### src/inc/smc_pkg.sv
// constants and types shared by the supply monitor control logic
// Behaviour
// - bit 0 written one enables monitoring
// - bit 7 reads digital comparator state directly
// - bit 6 reads analog comparator state directly
// - hardware sets low flag on low comparator
// - both comparators good start 250 ms count
// - count expiry clears the low flag
// - software zero cannot clear flag while low
// - bits 4:3 select digital rail trip level
// - bits 2:1 select analog rail trip level
// - flag interrupts only when enable bit set
// - comparator glitches are filtered out first
package smc_pkg;

	// ****************************************************************
	// register map
	// ****************************************************************
	localparam logic [7:0] SMC_CTRL_ADDR  = 8'hdf; // control byte address
	localparam logic [7:0] SMC_CTRL_RESET = 8'hde; // value after reset

	// bit positions inside the control byte
	localparam int SMC_BIT_DIG_OK   = 7; // digital comparator, read only
	localparam int SMC_BIT_ANA_OK   = 6; // analog comparator, read only
	localparam int SMC_BIT_FLAG     = 5; // low supply flag
	localparam int SMC_BIT_DTRIP_HI = 4; // digital trip select, high bit
	localparam int SMC_BIT_DTRIP_LO = 3; // digital trip select, low bit
	localparam int SMC_BIT_ATRIP_HI = 2; // analog trip select, high bit
	localparam int SMC_BIT_ATRIP_LO = 1; // analog trip select, low bit
	localparam int SMC_BIT_ENABLE   = 0; // monitor enable

	// trip level codes, same table for both rails
	localparam logic [1:0] SMC_TRIP_4V63 = 2'h0; // 4.63 V
	localparam logic [1:0] SMC_TRIP_3V08 = 2'h1; // 3.08 V
	localparam logic [1:0] SMC_TRIP_2V93 = 2'h2; // 2.93 V
	localparam logic [1:0] SMC_TRIP_2V63 = 2'h3; // 2.63 V

	// ****************************************************************
	// timing
	// ****************************************************************
	localparam int SMC_CLK_HZ    = 20000000; // core clock rate
	localparam int SMC_SETTLE_MS = 250;      // supply good settling time
	// least time, divides exactly at this rate
	localparam int SMC_SETTLE_CYCLES = (SMC_CLK_HZ / 1000) * SMC_SETTLE_MS;
	localparam int SMC_SETTLE_W      = 23;   // holds 5,000,000
	localparam logic [SMC_SETTLE_W-1:0] SMC_SETTLE_ZERO = 23'h000000;

	// glitch filter: level must hold this many cycles to be believed
	localparam logic [3:0] SMC_FILTER_LAST = 4'hf; // 16 cycles
	localparam logic [3:0] SMC_FILTER_ZERO = 4'h0;

	// ****************************************************************
	// types
	// ****************************************************************
	// software-held part of the control byte, bits 5..0
	typedef struct packed {
		logic       lowSupplyFlag;   // bit 5
		logic [1:0] digitalTripSel;  // bits 4:3
		logic [1:0] analogTripSel;   // bits 2:1
		logic       monitorEnable;   // bit 0
	} smc_ctrl_t;

	localparam smc_ctrl_t SMC_CTRL_INIT = smc_ctrl_t'(SMC_CTRL_RESET[5:0]);

	// byte-wide register port strobes with data
	typedef struct packed {
		logic [7:0] addr;    // register address
		logic       wrEn;    // write strobe
		logic       rdEn;    // read strobe
		logic [7:0] wrData;  // write data
	} smc_sfr_req_t;

	typedef enum logic {
		SMC_IDLE,            // waiting for both rails good
		SMC_SETTLE           // counting the settling time
	} smc_settle_state_t;

endpackage

### src/logic/smc_supply_monitor.sv
// supply monitor control register, low supply flag and settling timer
`timescale 1ns/100ps
module smc_supply_monitor
	import smc_pkg::*;
#(
	parameter int SETTLE_CYCLES = SMC_SETTLE_CYCLES // 250 ms of clk_sys
)(
	input  wire logic          clk_sys,          // core clock, 20 MHz
	input  wire logic          rst_b,            // async reset, active low
	input  wire smc_sfr_req_t  sfrReq,           // register port request
	output logic [7:0]         sfrRdData,        // read data, next cycle
	input  wire logic          digitalRailCmp,   // digital comparator, async
	input  wire logic          analogRailCmp,    // analog comparator, async
	input  wire logic          monitorIrqEnable, // from irq enable register
	output logic               monitorEnable,    // switches the comparators
	output logic [1:0]         digitalTripSel,   // digital trip level code
	output logic [1:0]         analogTripSel,    // analog trip level code
	output logic               lowSupplyIrq      // interrupt request level
);

	// ****************************************************************
	// local constants
	// ****************************************************************
	// last count of the settling interval, cut to counter width
	localparam logic [SMC_SETTLE_W-1:0] SETTLE_LAST =
		SMC_SETTLE_W'(SETTLE_CYCLES - 1);

	// ****************************************************************
	// comparator conditioning
	// ****************************************************************
	logic digitalRailSync;   // synchronised digital comparator
	logic analogRailSync;    // synchronised analog comparator
	logic digitalRailOk;     // deglitched digital comparator
	logic analogRailOk;      // deglitched analog comparator

	// comparators are asynchronous analog outputs
	smc_glitch_filter u_dig_filter (
		.clk_sys (clk_sys),
		.rst_b   (rst_b),
		.rawOk   (digitalRailCmp),
		.syncOk  (digitalRailSync),
		.filtOk  (digitalRailOk)
	);

	smc_glitch_filter u_ana_filter (
		.clk_sys (clk_sys),
		.rst_b   (rst_b),
		.rawOk   (analogRailCmp),
		.syncOk  (analogRailSync),
		.filtOk  (analogRailOk)
	);

	// ****************************************************************
	// decode
	// ****************************************************************
	logic      ctrlHit;      // request addresses the control byte
	logic      ctrlWrite;    // byte write to the control byte
	logic      ctrlRead;     // byte read of the control byte
	logic      bothRailsOk;  // both supplies above trip level
	logic      railLow;      // a supply below trip while monitoring
	smc_ctrl_t wrFields;     // write data viewed as control fields

	// whole byte only: no bit-level access to this register
	assign ctrlHit   = (sfrReq.addr == SMC_CTRL_ADDR);
	assign ctrlWrite = ctrlHit && sfrReq.wrEn;
	assign ctrlRead  = ctrlHit && sfrReq.rdEn;
	assign wrFields  = smc_ctrl_t'(sfrReq.wrData[5:0]);

	assign bothRailsOk = digitalRailOk && analogRailOk;

	// ****************************************************************
	// control register state
	// ****************************************************************
	smc_ctrl_t                ctrl_ff;     // software-held fields
	smc_ctrl_t                nxt_ctrl;
	smc_settle_state_t        state_ff;    // settling state
	smc_settle_state_t        nxt_state;
	logic [SMC_SETTLE_W-1:0]  settle_ff;   // settling cycle count
	logic [SMC_SETTLE_W-1:0]  nxt_settle;
	logic                     settleDone;  // last settling cycle

	assign settleDone = (state_ff == SMC_SETTLE)
		&& (settle_ff == SETTLE_LAST) && bothRailsOk;

	// comparators are unpowered when monitoring is off, so ignore them
	assign railLow = ctrl_ff.monitorEnable && !bothRailsOk;

	// fields, flag and settling timer in one next-state process
	always_comb begin
		nxt_ctrl   = ctrl_ff;
		nxt_state  = state_ff;
		nxt_settle = settle_ff;

		// software write to the writable fields
		if (ctrlWrite) begin
			nxt_ctrl.monitorEnable  = wrFields.monitorEnable;
			nxt_ctrl.digitalTripSel = wrFields.digitalTripSel;
			nxt_ctrl.analogTripSel  = wrFields.analogTripSel;
			// a zero only sticks while both rails are good
			if (wrFields.lowSupplyFlag || bothRailsOk) begin
				nxt_ctrl.lowSupplyFlag = wrFields.lowSupplyFlag;
			end
		end

		// settling timer
		case (state_ff)
			SMC_IDLE: begin
				nxt_settle = SMC_SETTLE_ZERO;
				// flag up and supplies back: start counting
				if (ctrl_ff.lowSupplyFlag && bothRailsOk) begin
					nxt_state = SMC_SETTLE;
				end
			end
			SMC_SETTLE: begin
				if (!bothRailsOk || !ctrl_ff.lowSupplyFlag) begin
					// drop-out abandons the run, restart from zero
					nxt_state  = SMC_IDLE;
					nxt_settle = SMC_SETTLE_ZERO;
				end else if (settleDone) begin
					// supply stayed good the whole interval; a software
					// set in the same cycle still wins over this clear
					nxt_ctrl.lowSupplyFlag = ctrlWrite
						&& wrFields.lowSupplyFlag;
					nxt_state  = SMC_IDLE;
					nxt_settle = SMC_SETTLE_ZERO;
				end else begin
					nxt_settle = settle_ff + 23'h000001;
				end
			end
			default: begin
				nxt_state  = SMC_IDLE;
				nxt_settle = SMC_SETTLE_ZERO;
			end
		endcase

		// hardware set last, so it wins over any clear
		if (railLow) begin
			nxt_ctrl.lowSupplyFlag = 1'b1;
		end
	end

	// reset loads the documented byte image
	always_ff @(posedge clk_sys or negedge rst_b) begin
		if (!rst_b) begin
			ctrl_ff   <= SMC_CTRL_INIT;
			state_ff  <= SMC_IDLE;
			settle_ff <= SMC_SETTLE_ZERO;
		end else begin
			ctrl_ff   <= nxt_ctrl;
			state_ff  <= nxt_state;
			settle_ff <= nxt_settle;
		end
	end

	// ****************************************************************
	// read data and interrupt request
	// ****************************************************************
	logic [7:0] rdData_ff;   // registered read data
	logic [7:0] nxt_rdData;
	logic       irq_ff;      // registered interrupt request
	logic       nxt_irq;

	// status bits show the comparators live, not the filtered view
	always_comb begin
		nxt_rdData = 8'h00;
		if (ctrlRead) begin
			nxt_rdData[SMC_BIT_DIG_OK] = digitalRailSync;
			nxt_rdData[SMC_BIT_ANA_OK] = analogRailSync;
			nxt_rdData[5:0]            = ctrl_ff;
		end
		nxt_irq = ctrl_ff.lowSupplyFlag && monitorIrqEnable;
	end

	always_ff @(posedge clk_sys or negedge rst_b) begin
		if (!rst_b) begin
			rdData_ff <= 8'h00;
			irq_ff    <= 1'b0;
		end else begin
			rdData_ff <= nxt_rdData;
			irq_ff    <= nxt_irq;
		end
	end

	// ****************************************************************
	// outputs
	// ****************************************************************
	assign sfrRdData      = rdData_ff;
	assign lowSupplyIrq   = irq_ff;
	assign monitorEnable  = ctrl_ff.monitorEnable;
	assign digitalTripSel = ctrl_ff.digitalTripSel;
	assign analogTripSel  = ctrl_ff.analogTripSel;

	// ****************************************************************
	// checks
	// ****************************************************************
	enable_write_a: assert property (
		@(posedge clk_sys) disable iff (!rst_b)
		ctrlWrite |=> (monitorEnable == $past(sfrReq.wrData[0])))
		else $error("enable bit did not follow write");

	digital_status_a: assert property (
		@(posedge clk_sys) disable iff (!rst_b)
		ctrlRead |=> (sfrRdData[7] == $past(digitalRailSync)))
		else $error("bit 7 does not show digital comparator");

	analog_status_a: assert property (
		@(posedge clk_sys) disable iff (!rst_b)
		ctrlRead |=> (sfrRdData[6] == $past(analogRailSync)))
		else $error("bit 6 does not show analog comparator");

	flag_set_a: assert property (
		@(posedge clk_sys) disable iff (!rst_b)
		railLow |=> ctrl_ff.lowSupplyFlag)
		else $error("low supply did not set the flag");

	settle_start_a: assert property (
		@(posedge clk_sys) disable iff (!rst_b)
		(state_ff == SMC_IDLE && ctrl_ff.lowSupplyFlag && bothRailsOk)
			|=> (state_ff == SMC_SETTLE) && (settle_ff == SMC_SETTLE_ZERO))
		else $error("settling count did not start");

	settle_clear_a: assert property (
		@(posedge clk_sys) disable iff (!rst_b)
		(settleDone && !railLow && !ctrlWrite)
			|=> !ctrl_ff.lowSupplyFlag && (state_ff == SMC_IDLE))
		else $error("flag not cleared at end of settling");

	sw_clear_block_a: assert property (
		@(posedge clk_sys) disable iff (!rst_b)
		(ctrlWrite && !sfrReq.wrData[5] && !bothRailsOk
			&& ctrl_ff.lowSupplyFlag) |=> ctrl_ff.lowSupplyFlag)
		else $error("software cleared flag while a rail is low");

	trip_select_a: assert property (
		@(posedge clk_sys) disable iff (!rst_b)
		ctrlWrite |=> (digitalTripSel == $past(sfrReq.wrData[4:3]))
			&& (analogTripSel == $past(sfrReq.wrData[2:1])))
		else $error("trip select did not follow write");

	irq_gate_a: assert property (
		@(posedge clk_sys) disable iff (!rst_b)
		!monitorIrqEnable ##1 !monitorIrqEnable |-> !lowSupplyIrq)
		else $error("interrupt raised while disabled");

	settle_restart_a: assert property (
		@(posedge clk_sys) disable iff (!rst_b)
		(state_ff == SMC_SETTLE && !bothRailsOk)
			|=> (settle_ff == SMC_SETTLE_ZERO) && (state_ff == SMC_IDLE))
		else $error("settling count not abandoned on drop-out");

	// flag only falls through the settle timer or a software write
	flag_fall_a: assert property (
		@(posedge clk_sys) disable iff (!rst_b)
		$fell(ctrl_ff.lowSupplyFlag)
			|-> $past(settleDone) || $past(ctrlWrite))
		else $error("flag fell without settle or write");

	// flag only rises on a low rail or a software one
	flag_rise_a: assert property (
		@(posedge clk_sys) disable iff (!rst_b)
		$rose(ctrl_ff.lowSupplyFlag) |-> $past(railLow)
			|| ($past(ctrlWrite) && $past(sfrReq.wrData[5])))
		else $error("flag rose without a cause");

	// monitor off and no write: nothing may raise the flag
	disabled_quiet_a: assert property (
		@(posedge clk_sys) disable iff (!rst_b)
		(!ctrl_ff.monitorEnable && !ctrlWrite && !ctrl_ff.lowSupplyFlag)
			|=> !ctrl_ff.lowSupplyFlag)
		else $error("flag set while monitoring off");

	// request follows flag and enable one cycle later
	irq_follow_a: assert property (
		@(posedge clk_sys) disable iff (!rst_b)
		(ctrl_ff.lowSupplyFlag && monitorIrqEnable) |=> lowSupplyIrq)
		else $error("interrupt missing for enabled flag");

	irq_source_a: assert property (
		@(posedge clk_sys) disable iff (!rst_b)
		lowSupplyIrq |-> $past(ctrl_ff.lowSupplyFlag)
			&& $past(monitorIrqEnable))
		else $error("interrupt without flag and enable");

	// counter steps by one while the run is unbroken
	settle_count_a: assert property (
		@(posedge clk_sys) disable iff (!rst_b)
		(state_ff == SMC_SETTLE && bothRailsOk && ctrl_ff.lowSupplyFlag
			&& !settleDone)
			|=> (settle_ff == $past(settle_ff) + 23'h000001))
		else $error("settling count did not advance");

	// the count never runs past its last value
	settle_bound_a: assert property (
		@(posedge clk_sys) disable iff (!rst_b)
		(state_ff == SMC_SETTLE) |-> (settle_ff <= SETTLE_LAST))
		else $error("settling count ran past its end");

	// idle always holds a cleared count, so a restart begins at zero
	idle_zero_a: assert property (
		@(posedge clk_sys) disable iff (!rst_b)
		(state_ff == SMC_IDLE) |-> (settle_ff == SMC_SETTLE_ZERO))
		else $error("count left standing while idle");

	// read data is zero except right after a read hit
	read_idle_a: assert property (
		@(posedge clk_sys) disable iff (!rst_b)
		!ctrlRead |=> (sfrRdData == 8'h00))
		else $error("read data not idle after no read");

	read_image_a: assert property (
		@(posedge clk_sys) disable iff (!rst_b)
		ctrlRead |=> (sfrRdData[5:0] == $past(ctrl_ff)))
		else $error("read image does not match control fields");

endmodule // smc_supply_monitor

### src/logic/smc_glitch_filter.sv
// synchroniser and glitch filter for one comparator output
`timescale 1ns/100ps
module smc_glitch_filter
	import smc_pkg::*;
(
	input  wire logic clk_sys,  // core clock
	input  wire logic rst_b,    // async reset, active low
	input  wire logic rawOk,    // comparator, asynchronous
	output logic      syncOk,   // synchronised level
	output logic      filtOk    // deglitched level
);

	// ****************************************************************
	// two-stage synchroniser
	// ****************************************************************
	logic       sync1_ff;      // first stage, read only by sync2
	logic       sync2_ff;      // second stage
	logic       filt_ff;       // accepted level
	logic [3:0] cnt_ff;        // stable run length
	logic       nxt_filt;
	logic [3:0] nxt_cnt;

	// rails assumed good at reset, matching reset byte
	always_ff @(posedge clk_sys or negedge rst_b) begin
		if (!rst_b) begin
			sync1_ff <= 1'b1;
			sync2_ff <= 1'b1;
			filt_ff  <= 1'b1;
			cnt_ff   <= SMC_FILTER_ZERO;
		end else begin
			sync1_ff <= rawOk;
			sync2_ff <= sync1_ff;
			filt_ff  <= nxt_filt;
			cnt_ff   <= nxt_cnt;
		end
	end

	// ****************************************************************
	// filter
	// ****************************************************************
	// any return to the old level restarts the run, so a short
	// spike never reaches the flag; costs 16 cycles of latency
	always_comb begin
		nxt_filt = filt_ff;
		nxt_cnt  = SMC_FILTER_ZERO;
		if (sync2_ff != filt_ff) begin
			if (cnt_ff == SMC_FILTER_LAST) begin
				nxt_filt = sync2_ff;
			end else begin
				nxt_cnt = cnt_ff + 4'h1;
			end
		end
	end

	assign syncOk = sync2_ff;
	assign filtOk = filt_ff;

	// filtered level only moves after a full stable run
	filt_change_a: assert property (
		@(posedge clk_sys) disable iff (!rst_b)
		(filt_ff != nxt_filt) |-> (cnt_ff == SMC_FILTER_LAST)
			&& (sync2_ff == nxt_filt))
		else $error("filtered level moved without stable run");

endmodule // smc_glitch_filter

### config.mk
export PLATFORM = sky130hd
export DESIGN_NAME = smc_supply_monitor
export DESIGN_NICKNAME = d
export VERILOG_FILES = /design/src/inc/smc_pkg.sv /design/src/logic/smc_supply_monitor.sv /design/src/logic/smc_glitch_filter.sv
export SDC_FILE = /design/constraint.sdc
export NUM_CORES = 1
export LEC_CHECK = 0
export BUFFER_PORTS_ARGS = -buffer_cell sky130_fd_sc_hd__buf_2
export CAP_MARGIN = 5
export CORE_UTILIZATION = 50
export CTS_CLUSTER_SIZE = 30
export DETAILED_ROUTE_END_ITERATION = 6
export PLACE_DENSITY_LB_ADDON = 0.2
export SLEW_MARGIN = 20
export SYNTH_ARGS = -nofsm -noshare
export SYNTH_HDL_FRONTEND = slang
export SYNTH_SLANG_ARGS = --single-unit
### constraint.sdc
create_clock -name clk_sys -period 4.3 [get_ports clk_sys]
set_input_delay 0.43 -clock clk_sys [delete_from_list [all_inputs] [get_ports clk_sys]]
set_output_delay 0.43 -clock clk_sys [all_outputs]
set_load 0.01 [all_outputs]
# Word-level counts from Yosys, hierarchy flattened
# Cells that the tools add are included.
# op_classes
reduce_logical	15
n_addsub	3
multipliers	0
shift	0
n_eq_ne	6
magnitude_cmp	0
mux	18
bitwise_logic	1
div	0
# ops
cell	n
$mux 23	2
$pmux 23 s2	1
$add 23x1->23 const B	1
$eq 23x23->1 const B	1
$mux 4	4
$logic_and 1x1->1	9
$add 4x1->4 const B	2
$eq 4x4->1 const B	2
$eq 8x8->1 const B	1
$mux 1	8
$mux 8	1
$mux 6	1
$reduce_and 2->1	2
$logic_not 1->1	2
$logic_or 1x1->1	2
$ne 1x1->1	2
$pmux 1 s2	1
$not 1->1	1
# totals
latch_bits	0
register_bits	53
memories	0
wordCells	59
romBits	0
inputBits	23
ramBits	0

# Depth between registers and ports, before layout
# logic_depth
ltp_word	8
depth_mapped	6

# Cells and area by module
# From an unflattened synthesis, not the netlist that was laid out.
# unflattened
hier_cells	201
area_unflattened_um2	2346.0
# modules_own_cells
mod	cells_per_inst	seq_area_each_um2	area_per_inst_um2	instances
smc_supply_monitor	165	980.9	1798.0	1
smc_glitch_filter	18	178.9	274.0	2

# Worst setup path after synthesis
# Ideal clock, no wire load.
# synth_path
kind	reg2reg
start	reg settle_ff[0]
end	reg settle_ff[22]
path_slack_ns	2.388
t_arrival_ns	1.835
period_less_slack_ns	1.912
path_stages_with_launch	7
n_path_buf	1
path_cell_list	dfrtp_1 -> ha_1 -> nand2_1 -> or3_1 -> buf_2 -> or4_1 -> a21oi_1
# synth_between
elab_chain_cells	6
# synth_lines
element	line_no	text
start, declared	smc_supply_monitor.sv:78	logic [SMC_SETTLE_W-1:0] settle_ff;
start signal, assigned	smc_supply_monitor.sv:151	settle_ff <= nxt_settle;
branches (longest 3 deep; another with $add 23x1->23)	n/a	
$mux 23 (*)	smc_supply_monitor.sv:119	end else if (settleDone) begin
$mux 23 (*)	smc_supply_monitor.sv:115	if (!bothRailsOk || !ctrl_ff.lowSupplyFlag) begin
$pmux 23 s2 (*)	smc_supply_monitor.sv:106	case (state_ff)
named net nxt_settle[22]	smc_supply_monitor.sv:79	logic [SMC_SETTLE_W-1:0] nxt_settle;
# Mark *: on every way through the listed nets, which the timed path passes.
# A chain may end at the register's enable or synchronous reset.

# Final worst setup path
# Ends and elaborated chain as after synthesis.

==> results.cfg <==
[status]
outcome = finished with violations
violations = design-rule violations

[global_routing]
grt_antenna_before_repair = 0
grt_overflow = 0
grtUsageTotal = 0.193
grt_pass1_wl_mm = 7.56
grt_max_degree = 54
grt_pass1_vias = 1654

[cts]
cts_hold_buf = 0
post_cts_buffers = 0
ctsHtreeMaxLevel = 2
cts_tree = built
clk_latency_ns = 0.30
cts_resized = 0
max-clock-path-buffers = 2
cts.clk_slew.worst_paths_ns = 0.09
cts_buffers = 5
cts_root_buf = clkbuf_8
clock-sinks = 53

[finish]
area_growth_pct = 12.9
multi_input_area_um2 = 991
drive_above_1_share = 0.257
nFillCells = 367
nets = 278
seq_area_um2 = 1340
diodes = 0
layout_commonest_cell = dfrtp_1
layout_common_cells = dfrtp_1 (43), buf_2 (34), nor2_1 (20)

[power_and_ir_drop]
p_per_area_nw_per_um2 = 323
switching_share = 0.203
vdd_drop_max_v = 0.000252
sequentialPowerShare = 0.589
p_comb_frac = 0.042
p_sw_mw = 0.179
p_int_mw = 0.700
clockPowerShare = 0.369
p_leak_nw = 1.16

[yosys]
synth_area_um2 = 2410
ys_seq_elements = 53
yosys_warnings = 0
synth_edf_count = 0
synth_nets = 244
synth_cell_types = 37
synthArstFlopShare = 1.00
synth_seq_area_share = 0.556
netlist_instances = 218
synthFlopType = dfrtp_1
avgSynthCellArea_um2 = 11.0

[place]
gp_congestion = 0.781
port_buffers = 34
dpl.hpwl_mm = 3.16
pre_cts_ws_ns = 2.14

[detailed_routing]
wl_per_cell_um = 14.7
drt_iter0_drc = 98
first_pass_iters = 7
wirelength_mm = 4.48
drt_drc_violations_left = 2
ant_nets = 0
vias = 1708
vias_per_cell = 5.60

[hold_path]
hold_path.class = primary input to flip-flop
min_path_cells = 1
worstHoldStart = digitalRailCmp
hold-path-endpoint = u_dig_filter.sync1_ff$_DFF_PN1_

[setup_path]
cp.arrival_ns = 2.42
crit_path_max_fanout = 9
start_kind = flip-flop
path_class = flip-flop to flip-flop
crit_path_end_kind = flip-flop
r2r_start = settle_ff[0]$_DFF_PN0_
r2r_slack_ns = 2.11
r2r-end = settle_ff[22]$_DFF_PN0_
cp.required_ns = 4.53
ff2ff_path_depth = 5

[floorplanning]
ios = 37
die-width_um = 71.4
core_area_um2 = 4470
floorplan.initialDensity = 0.538
dieArea_um2 = 5090
die_h_um = 71.4
rows = 24

[sta]
clock_skew_ns = 0.00769
finalSetupViolations = 0
fmax_mhz = 456
setup_ws_ns = 2.11
finalHoldViolCount = 0
fin_crit_ns = 2.19
tightest_slew_ns = 0.916
fin_crit_sh = 0.510
tns_ns = 0
maxSlewHeadroom = 0.385
slew_viol_final = 0
rsz0062_at_grt = no

[run]
drv_cap = 0
-- registers in the layout (all words and copies together), names as in the netlist, 2 cells and up --
signal               flops
analogTripSel            2
digitalTripSel           2
settle_ff               23
sfrRdData                8
u_ana_filter.cnt_ff      4
u_dig_filter.cnt_ff      4
-- routing by layer --
layer | part of all wire | track usage
met2 | 0.50 | 0.317
met3 | 0.037 | 0.0436
met1 | 0.46 | 0.258
met4 | 0.0056 | 0.0578
met5 | 0 | 0
-- worst max-delay path by stage --
stage	startpoint	end	slack (ns)	cells past startpoint
floorplan	settle_ff[0]$_DFF_PN0_	settle_ff[22]$_DFF_PN0_	2.39	6
global placement	settle_ff[0]$_DFF_PN0_	settle_ff[22]$_DFF_PN0_	2.17	5
detailed placement	settle_ff[0]$_DFF_PN0_	settle_ff[22]$_DFF_PN0_	2.14	5
CTS	settle_ff[0]$_DFF_PN0_	settle_ff[22]$_DFF_PN0_	2.11	5
global route	settle_ff[0]$_DFF_PN0_	settle_ff[22]$_DFF_PN0_	1.97	5
finish	settle_ff[0]$_DFF_PN0_	settle_ff[22]$_DFF_PN0_	2.11	5
-- power groups by stage --
stage                     combinational [mW]  clock, mW  sequential, mW
after global placement                0.0371          0           0.526
final                                 0.0369      0.324           0.518
after global routing                  0.0423      0.356           0.519
after CTS                             0.0381      0.335           0.518
after detailed placement              0.0378          0           0.527
after floorplan                       0.0163          0           0.526
-- cells by family after synthesis --
group | after synthesis | synth area share
fa+ha+maj | 3 | 0.0156
flops | 53 | 0.556
xor+xnor | 18 | 0.0655
mux | 7 | 0.0328
compound gates | 23 | 0.0567
buf+inv | 17 | 0.0338
simple gates | 97 | 0.239
-- final cells by class --
cell class	instances	area share
inverters	8	0.0110
clock inverters	2	0.0129
flip-flops and latches	53	0.493
multi-input cells	148	0.365
repair buffers	36	0.0681
clock buffers	6	0.0267
well taps	52	0.0239
-- synthesized netlist by cell type (all sizes together) (3+ instances only) --
cell    number  share of area
a21oi       11          0.024
and2         8          0.021
buf          6          0.017
clkbuf       3         0.0047
dfrtp       43           0.45
dfstp       10           0.11
ha           3          0.016
inv          8          0.012
mux2         7          0.033
nand2       11          0.017
nand3       11          0.023
nand4        8          0.027
nand4b       3          0.011
nor2        20          0.031
nor2b        3         0.0078
nor3         3         0.0062
nor4         7          0.018
o21ai        6          0.012
o31ai        5          0.016
or3          4          0.010
or4          5          0.016
xnor2       12          0.044
xor2         6          0.022
-- worst max-delay path, stage by stage, from the launching register on --
cell and delay (ns):
dfrtp_1 0.45, ha_1 0.30, nand2_1 0.17, or3_1 0.53
or4_1 0.52, a21oi_1 0.15
-- stage by stage --
stage	hold WS, ns	instance area [um2]	power (mW)	std cells	utilization
detailed placement	0.348	2610	0.565	297	0.583
global placement	0.347	2610	0.564	297	0.583
CTS	0.208	2720	0.891	305	0.607
floorplan	0.134	2410	0.542	218	-
finish	0.220	2720	0.879	305	0.607
global route	0.198	2720	0.917	305	0.607
(Power assumes the default switching activity.)
